[src/hw/boost_supervisor_defines.vh]
// Function
// - Integrator counts up on each boost step not met by a decrement tick
// - Integrator decrements at fixed interval
// - Integrator at limit sets overload fault
// - Integrator value readable by software
// - Voltage above limit sets overvoltage fault
// - Temperature above limit sets overtemp fault
// - Charging without voltage rise sets stall
// - Critical fault disables boost and injection
// - Re-enable only after software clears faults
// - Enable starts charging toward setpoint immediately
// - Keep regulating setpoint while enabled
// - Separate setpoints for inject and idle
// - External high voltage switches boost off
`ifndef BOOST_SUPERVISOR_DEFINES_VH
`define BOOST_SUPERVISOR_DEFINES_VH
// Register byte offsets
`define OFS_CTRL 12'h000
`define OFS_STATUS 12'h004
`define OFS_MASK 12'h008
`define OFS_INTEG 12'h00c
`define OFS_SETPT 12'h010
`define OFS_LIMITS 12'h014
`define OFS_SENSE 12'h018
// Control fields
`define CTRL_BOOST_EN 0
`define CTRL_INJ_EN 1
// Status fault bit positions
`define FLT_STALL 0
`define FLT_OVERLOAD 1
`define FLT_OVERTEMP 2
`define FLT_OVERVOLT 3
// Reset values; RST_EXT_HV is the fixed external high-voltage threshold
`define RST_SETPT 32'h0000_0000
`define RST_LIMITS 32'h0055_009b
`define RST_EXT_HV 8'h06
// Timing
`define CLK_HZ 10000000
`define DEC_INTERVAL_US 100
`define DEC_CYCLES ((`CLK_HZ / 1000000) * `DEC_INTERVAL_US)
`define STALL_WINDOW_US 400
`define STALL_CYCLES ((`CLK_HZ / 1000000) * `STALL_WINDOW_US)
`define INTEG_LIMIT 16'hea60
`endif

[src/hw/boost_supply_fault_supervisor.v]
// The register addresses and register access over APB are this design's own decisions.
`timescale 1ns/1ps
`include "boost_supervisor_defines.vh"
module boost_supply_fault_supervisor #(
   parameter DEC_CYCLES = `DEC_CYCLES,
   parameter STALL_CYCLES = `STALL_CYCLES
) (
   // APB clock and reset
   input wire pclk,
   input wire presetn,
   // APB slave
   input wire psel,
   input wire penable,
   input wire pwrite,
   input wire [11:0] paddr,
   input wire [31:0] pwdata,
   output reg [31:0] prdata_ff,
   output reg pready_ff,
   output reg pslverr_ff,
   // Sense inputs, volts and degrees C
   input wire [7:0] cap_voltage,
   input wire [7:0] module_temp,
   input wire [7:0] external_hv_input,
   input wire injection_active,
   // Boost converter
   input wire boost_step,
   output reg boost_switch_on_ff,
   output reg inject_enable_ff,
   // Interrupt
   output reg irq_ff
);
   localparam ST_OFF = 3'b001; // Supply disabled
   localparam ST_CHARGE = 3'b010; // Below target, boosting
   localparam ST_HOLD = 3'b100; // At target, idling

   reg [1:0] ctrl_ff; // Enable bits from software
   reg [3:0] status_ff; // Sticky faults
   reg [3:0] mask_ff; // Interrupt mask
   reg [31:0] setpt_ff; // [7:0] idle, [15:8] inject
   reg [31:0] limits_ff; // [7:0] volt limit, [23:16] temp limit
   reg [2:0] state_ff; // Regulator state
   reg [2:0] nxt_state;
   reg [31:0] dec_cnt_ff; // Decrement interval counter
   reg dec_tick_ff; // One-cycle decrement pulse
   reg [31:0] stall_cnt_ff; // Cycles since last voltage rise
   reg [7:0] last_v_ff; // Voltage at last rise
   reg [31:0] nxt_rdata;
   reg nxt_err;
   wire [15:0] integ_count;
   wire integ_at_limit;
   wire wr_en;
   wire rd_en;
   wire [7:0] target_v;
   wire ext_hv_present;
   wire fault_any;
   wire stall_event;
   wire [3:0] fault_set;
   wire [3:0] clr_bits;
   wire run_ok;

   // Address decode for the write and status-clear paths; the read mux uses its own case
   function addr_hit;
      input [11:0] a;
      input [11:0] ofs;
      begin
         addr_hit = (a == ofs);
      end
   endfunction

   // Write lands on the edge that samples pready high
   assign wr_en = psel && penable && pwrite && pready_ff;
   // Read data launched one edge early so it stands with pready
   assign rd_en = psel && penable && !pwrite && !pready_ff;

   // Target tracks injection state
   assign target_v = injection_active ? setpt_ff[15:8] :
                     setpt_ff[7:0];
   assign ext_hv_present = external_hv_input > `RST_EXT_HV;
   assign fault_any = |status_ff;
   assign run_ok = ctrl_ff[`CTRL_BOOST_EN] && !fault_any && !ext_hv_present;

   // Stall: boosting, no rise seen in window
   assign stall_event = (state_ff == ST_CHARGE) &&
                        (stall_cnt_ff >= STALL_CYCLES - 1);

   assign fault_set[`FLT_STALL] = stall_event;
   assign fault_set[`FLT_OVERLOAD] = integ_at_limit;
   assign fault_set[`FLT_OVERTEMP] = module_temp > limits_ff[23:16];
   assign fault_set[`FLT_OVERVOLT] = cap_voltage > limits_ff[7:0];

   // Write-one-to-clear on status
   assign clr_bits = (wr_en && addr_hit(paddr, `OFS_STATUS)) ?
                     pwdata[3:0] : 4'h0;

   usage_integrator u_integ (
      .pclk(pclk),
      .presetn(presetn),
      .boost_step(boost_step),
      .dec_tick(dec_tick_ff),
      .count_ff(integ_count),
      .at_limit_ff(integ_at_limit)
   );

   // Fixed-interval divider, free of boost activity
   always @(posedge pclk or negedge presetn) begin
      if (!presetn) begin
         dec_cnt_ff <= 32'h0000_0000;
         dec_tick_ff <= 1'b0;
      end else if (dec_cnt_ff >= DEC_CYCLES - 1) begin
         dec_cnt_ff <= 32'h0000_0000;
         dec_tick_ff <= 1'b1;
      end else begin
         dec_cnt_ff <= dec_cnt_ff + 32'h0000_0001;
         dec_tick_ff <= 1'b0;
      end
   end

   // Rise watchdog; restarts whenever voltage climbs
   always @(posedge pclk or negedge presetn) begin
      if (!presetn) begin
         stall_cnt_ff <= 32'h0000_0000;
         last_v_ff <= 8'h00;
      end else if (state_ff != ST_CHARGE || cap_voltage > last_v_ff) begin
         stall_cnt_ff <= 32'h0000_0000;
         last_v_ff <= cap_voltage;
      end else if (!stall_event) begin
         stall_cnt_ff <= stall_cnt_ff + 32'h0000_0001;
      end
   end

   // Regulator: hysteresis-free bang-bang on target
   always @* begin
      case (state_ff)
         ST_OFF: begin
            nxt_state = run_ok ? ST_CHARGE : ST_OFF;
         end
         ST_CHARGE: begin
            if (!run_ok) begin
               nxt_state = ST_OFF;
            end else if (cap_voltage >= target_v) begin
               nxt_state = ST_HOLD;
            end else begin
               nxt_state = ST_CHARGE;
            end
         end
         ST_HOLD: begin
            if (!run_ok) begin
               nxt_state = ST_OFF;
            end else if (cap_voltage < target_v) begin
               nxt_state = ST_CHARGE;
            end else begin
               nxt_state = ST_HOLD;
            end
         end
         default: begin
            nxt_state = ST_OFF;
         end
      endcase
   end

   // State and drive outputs
   always @(posedge pclk or negedge presetn) begin
      if (!presetn) begin
         state_ff <= ST_OFF;
         boost_switch_on_ff <= 1'b0;
         inject_enable_ff <= 1'b0;
      end else begin
         state_ff <= nxt_state;
         boost_switch_on_ff <= (nxt_state == ST_CHARGE);
         // Injection held off until faults cleared
         inject_enable_ff <= ctrl_ff[`CTRL_INJ_EN] && !fault_any &&
                             !(|fault_set);
      end
   end

   // Sticky faults: set wins over clear
   always @(posedge pclk or negedge presetn) begin
      if (!presetn) begin
         status_ff <= 4'h0;
      end else begin
         status_ff <= (status_ff & ~clr_bits) | fault_set;
      end
   end

   // Software registers
   always @(posedge pclk or negedge presetn) begin
      if (!presetn) begin
         ctrl_ff <= 2'b00;
         mask_ff <= 4'h0;
         setpt_ff <= `RST_SETPT;
         limits_ff <= `RST_LIMITS;
      end else if (wr_en) begin
         if (addr_hit(paddr, `OFS_CTRL)) begin
            ctrl_ff <= pwdata[1:0];
         end
         if (addr_hit(paddr, `OFS_MASK)) begin
            mask_ff <= pwdata[3:0];
         end
         if (addr_hit(paddr, `OFS_SETPT)) begin
            setpt_ff <= {16'h0000, pwdata[15:0]};
         end
         if (addr_hit(paddr, `OFS_LIMITS)) begin
            limits_ff <= {8'h00, pwdata[23:16], 8'h00, pwdata[7:0]};
         end
      end
   end

   // Read mux; unmapped addresses answer with error
   always @* begin
      nxt_rdata = 32'h0000_0000;
      nxt_err = 1'b0;
      case (paddr)
         `OFS_CTRL: nxt_rdata = {30'h0, ctrl_ff};
         `OFS_STATUS: nxt_rdata = {28'h0, status_ff};
         `OFS_MASK: nxt_rdata = {28'h0, mask_ff};
         `OFS_INTEG: nxt_rdata = {16'h0, integ_count};
         `OFS_SETPT: nxt_rdata = setpt_ff;
         `OFS_LIMITS: nxt_rdata = limits_ff;
         `OFS_SENSE: nxt_rdata = {5'h0, state_ff, external_hv_input,
                                  module_temp, cap_voltage};
         default: nxt_err = 1'b1;
      endcase
   end

   // One wait state: pready one cycle into access
   always @(posedge pclk or negedge presetn) begin
      if (!presetn) begin
         prdata_ff <= 32'h0000_0000;
         pready_ff <= 1'b0;
         pslverr_ff <= 1'b0;
      end else begin
         pready_ff <= psel && penable && !pready_ff;
         pslverr_ff <= psel && penable && !pready_ff && nxt_err;
         if (rd_en) begin
            prdata_ff <= nxt_rdata;
         end
      end
   end

   // Level interrupt from masked sticky faults
   always @(posedge pclk or negedge presetn) begin
      if (!presetn) begin
         irq_ff <= 1'b0;
      end else begin
         irq_ff <= |(((status_ff & ~clr_bits) | fault_set) & mask_ff);
      end
   end
endmodule // boost_supply_fault_supervisor

[src/hw/usage_integrator.v]
`timescale 1ns/1ps
`include "boost_supervisor_defines.vh"
module usage_integrator (
   // Clock and reset
   input wire pclk,
   input wire presetn,
   // Events
   input wire boost_step,
   input wire dec_tick,
   // Result
   output reg [15:0] count_ff,
   output reg at_limit_ff
);
   reg [15:0] nxt_count; // Next integrator value

   // Up on boost, down on tick; both cancel out
   always @* begin
      nxt_count = count_ff;
      if (boost_step && !dec_tick) begin
         if (count_ff != 16'hffff) begin
            nxt_count = count_ff + 16'h0001;
         end
      end else if (dec_tick && !boost_step) begin
         if (count_ff != 16'h0000) begin
            nxt_count = count_ff - 16'h0001;
         end
      end
   end

   // Registered count and limit compare
   always @(posedge pclk or negedge presetn) begin
      if (!presetn) begin
         count_ff <= 16'h0000;
         at_limit_ff <= 1'b0;
      end else begin
         count_ff <= nxt_count;
         at_limit_ff <= (nxt_count >= `INTEG_LIMIT);
      end
   end
endmodule // usage_integrator

[config.mk]
export PLATFORM = sky130hd
export DESIGN_NAME = boost_supply_fault_supervisor
export DESIGN_NICKNAME = d
export VERILOG_FILES = /design/src/hw/boost_supply_fault_supervisor.v /design/src/hw/usage_integrator.v
export VERILOG_INCLUDE_DIRS = /design/src /design/src/hw
export SDC_FILE = /design/constraint.sdc
export NUM_CORES = 1
export LEC_CHECK = 0
export BUFFER_PORTS_ARGS = -buffer_cell sky130_fd_sc_hd__buf_4
export CORE_UTILIZATION = 35
export DETAILED_ROUTE_END_ITERATION = 10
export HOLD_SLACK_MARGIN = 0.08
export SYNTH_ARGS = -nofsm -noshare
export SYNTH_HDL_FRONTEND = slang
export SYNTH_SLANG_ARGS = --single-unit
[constraint.sdc]
create_clock -name pclk -period 3.3 [get_ports pclk]
set_clock_uncertainty 0.15 [all_clocks]
set_input_delay 0.33 -clock pclk [delete_from_list [all_inputs] [get_ports pclk]]
set_output_delay 0.33 -clock pclk [all_outputs]
set_load 0.02 [all_outputs]
==> run metrics <==
result of the run=finished clean; Peak VDD IR=0.000270 V; number of antenna violations at the first check in global routing=1; library cell with the largest summed area after synthesis=sky130_fd_sc_hd__dfrtp_1; detailed-routing iteration count for the pre-antenna-repair pass=8; clk sink count=167; Std-Cell Rows=56; number of enable flip-flop cells after synthesis=0; worst-path fanout max=32; kind of cell with the highest combined delay on the critical path=buffers and inverters; critical path startpoint=cap_voltage[1]; fraction of power spent switching nets=30.6%; highest cell delay on the worst timing path=530 ps; power per cell area=485 nW/um^2; tightest slew margin relative to the limit=39.1%; via count of the first global-routing pass=6806; Worst Hold Launch=external_hv_input[2]; post-route setup TNS=0 ps; IO Pins=112; register-to-register setup slack=460 ps; launch point of the worst reg-to-reg path=u_integ.count_ff[0]; portion of total power attributed to combinational logic=15.1%; Setup CP Type=input port to flip-flop; primary flip-flop cell chosen by synthesis mapping=sky130_fd_sc_hd__dfrtp_1; Crit Reg-Reg Endpoint=u_integ.at_limit_ff; worst-case hold path end point=prdata_ff[18]; number of setup violations in the final report=0; clock share of power=38.4%; overall fraction of global-route tracks in use=18.7%; H-tree lvl count=4; required time reported for the critical path endpoint=3480 ps; clock edge transition at the registers on the reported setup and hold paths=70 ps; share of synthesized flip-flops with an asynchronous set or reset=100%; maximum clock insertion buffer count=2; Via Count=6886; Final Cycle Share=86.2%; Worst R2R Path Depth=9; dpl cell area=9610 sq um; global routing usage on met2=30.1%; Die Area=24600 sq um; final critical delay including setup and external delays=2840 ps; GRT Max-Usage Layer=met2; summed area of non-filler cells in the final layout=10600 sq um; final global-route overflow total=0; unrepaired setup endpoints after global routing=false; most frequent CP cell=sky130_fd_sc_hd__buf_4; clock network latency to the later pin of the worst-skew pair=430 ps; CTS buffer count=17; Hold Crit Depth=3; die height=157 microns; type of destination of the critical path=flip-flop; CTS Root Cell=sky130_fd_sc_hd__clkbuf_16; share of the yosys chip area belonging to registers=49.9%; sequential power share=46.5%; transition time at the pin with the least slew margin=906 ps; internal power=3.58 mW; Post-Route Hold Slack=83.0 ps; largest cells by area after synthesis=sky130_fd_sc_hd__dfrtp_1 (47%), sky130_fd_sc_hd__ha_1 (5.5%), sky130_fd_sc_hd__o21ai_0 (3.6%); layout-stage area growth over the synthesis result=26.7%; setup repair bufs after CTS=0; GRT met1 Usage=24.8%; number of remaining DRC errors=0; Synth Instances=826; total routed wirelength=21.6 mm; slowest stage cell, crit path=sky130_fd_sc_hd__dlygate4sd3_1; CTS tree=built; global-route wire length before repair=35.4 mm; count of antenna-violating nets left after detailed routing=0; number of nets in the finished design=1102; leakage power total=4.87 nW; maximum clock frequency=0.352 GHz; die outline width=157 microns; placeable core region=23500 sq um; Avg Vias per Cell=5.21; number of resized instances in the post-cts repair step=0; Diodes inserted=0; number of warnings printed during yosys synthesis=0; number of standard cells in the layout, taps in and fillers out=1322; proportion of netlist area held by the largest area contributor=46.8%; drt first-iter violations=466; HP Class=input port to flip-flop; # port buffers=98; Util after Layout=45.3%; kind of start point of the critical path=input port; post-synthesis average cell area=10.2 sq um; unique cell type count in the Yosys netlist=76; average wire length per cell after detail routing=16.4 microns; maximum number of pins on one net before global-route repair=77; max-cap violations=0; total of hold buffers inserted after clock tree synthesis=45; effective utilization at floorplan=35.8%; critical path buffer and inverter count=3; GPL Wtd Cong=0.844; Final Max Slew Viols=0; instance count after placement with tap cells included=1245; Final Hold Viols=0; Critical Path, Cell by Cell=dlygate4sd3_1 -> buf_4 -> ha_1 -> nor2b_1 -> o21a_1 -> o21ai_0 -> a21oi_1 -> o22a_1 -> nand2b_1 -> buf_4 -> o21ba_2; signal arrival time at the worst endpoint=3020 ps; fraction of layout instances using a drive strength above 1=20.2%; number of synthesized register bits=167; met3 Track Usage GR=4.38%; cell area after technology mapping=8400 sq um; placed wire-length estimate after detailed placement=15.5 mm; sw power=1.58 mW; number of fill cells=2232
## placed cells by master, fill, tap and decap left out, drive strengths merged, types with 4 or more instances in the layout
master and count:
mux2i 9, clkinvlp 4, dfstp 10, a222oi 16, nor2b 11, nand2 73, a21oi 25, inv 53
a41oi 5, dlygate4sd3 45, or3 5, nand2b 5, and3 10, nor3 19, dfrtp 157, clkbuf 17
ha 37, buf 115, nor4 17, xor2 13, and4 9, or4 4, nand3 26, o21ai 60
nor2 71, a31oi 11, a21o 13, nand4 23, a22oi 13, mux2 26, o21a 4, xnor2 14
conb 27
## stage by stage
stage / power [mW] / setup slack [ps]
after CTS: 5.20 / 468
after global placement: 3.15 / 509
after detailed placement: 3.17 / 498
after floorplan: 2.90 / 784
after global routing: 5.41 / 307
final: 5.16 / 456
## flip-flops by register name, summed over array words and instances, names as in the netlist
signal,cells
irq_ff,1
stall_cnt_ff,32
u_integ.count_ff,16
dec_tick_ff,1
pslverr_ff,1
u_integ.at_limit_ff,1
limits_ff,16
boost_switch_on_ff,1
mask_ff,4
pready_ff,1
dec_cnt_ff,32
inject_enable_ff,1
prdata_ff,27
status_ff,4
setpt_ff,16
ctrl_ff,2
state_ff,3
last_v_ff,8
## logic make-up after synthesis
kind of cell	count (synthesis)	share of synthesized area, %
multiplexers	35	4.56
buffers and inverters	85	4.20
other	1	0.0447
AO/OA/AOI/OAI	185	15.3
adder cells (fa/ha/maj)	37	5.51
XOR/XNOR	27	2.82
flip-flops	167	49.9
AND/OR/NAND/NOR	289	17.7
## area by class of cell
type                            instances  area [sq um]  area share (%)
Timing Repair Buffer                  160          1330            12.5
Sequential cell                       167          4190            39.4
Clock inverter                         15           156            1.47
Inverter                               44           165            1.55
Tap cell                              319           399            3.75
Multi-Input combinational cell        600          3970            37.3
Clock buffer                           17           425            4.00
## layer usage
layer  vias to the layer above  wire length (microns)  share of wire, %
met2                       181                  10000                46
met3                        31                   1180               5.4
met1                      3338                  10000                46
met4                         2                    422               1.9
met5                         -                     12             0.055
li1                       3334                      -                 -
## cells in the mapped netlist, drive strengths merged, types with 14 or more instances
| cell type | instances |
|---|---|
| a21oi | 25 |
| a222oi | 16 |
| clkbuf | 30 |
| dfrtp | 157 |
| ha | 37 |
| inv | 44 |
| mux2 | 26 |
| nand2 | 73 |
| nand3 | 26 |
| nand4 | 23 |
| nor2 | 71 |
| nor3 | 19 |
| nor4 | 17 |
| o21ai | 60 |
| xnor2 | 14 |
## worst register-to-register path, cell delays in order, from the launching register on
cell	delay [ps]
sky130_fd_sc_hd__dfrtp_1	460
sky130_fd_sc_hd__inv_1	110
sky130_fd_sc_hd__ha_1	170
sky130_fd_sc_hd__or4b_1	550
sky130_fd_sc_hd__nor4_2	360
sky130_fd_sc_hd__or3_2	190
sky130_fd_sc_hd__and3b_1	180
sky130_fd_sc_hd__a2bb2oi_1	200
sky130_fd_sc_hd__a21oi_2	80
sky130_fd_sc_hd__o2111a_1	260
## power groups by stage
| stage | clock, mW | combinational, mW | sequential, mW |
|---|---|---|---|
| 2_1_floorplan | 0 | 0.619 | 2.28 |
| 3_3_place_gp | 0 | 0.720 | 2.43 |
| 3_5_place_dp | 0 | 0.734 | 2.43 |
| 4_1_cts | 2.03 | 0.781 | 2.39 |
| 5_1_grt | 2.12 | 0.870 | 2.42 |
| 6_report | 1.98 | 0.779 | 2.40 |
## worst max-delay path by stage
| stage | to | slack [ps] | depth (start not counted) |
|---|---|---|---|
| global placement | u_integ.at_limit_ff | 510 | 9 |
| finish | stall_cnt_ff[31] | 460 | 11 |
| floorplan | u_integ.at_limit_ff | 780 | 9 |
| global route | stall_cnt_ff[31] | 310 | 11 |
| CTS | stall_cnt_ff[31] | 470 | 11 |
| detailed placement | u_integ.at_limit_ff | 500 | 9 |
Power figures use the tool's default switching activity.
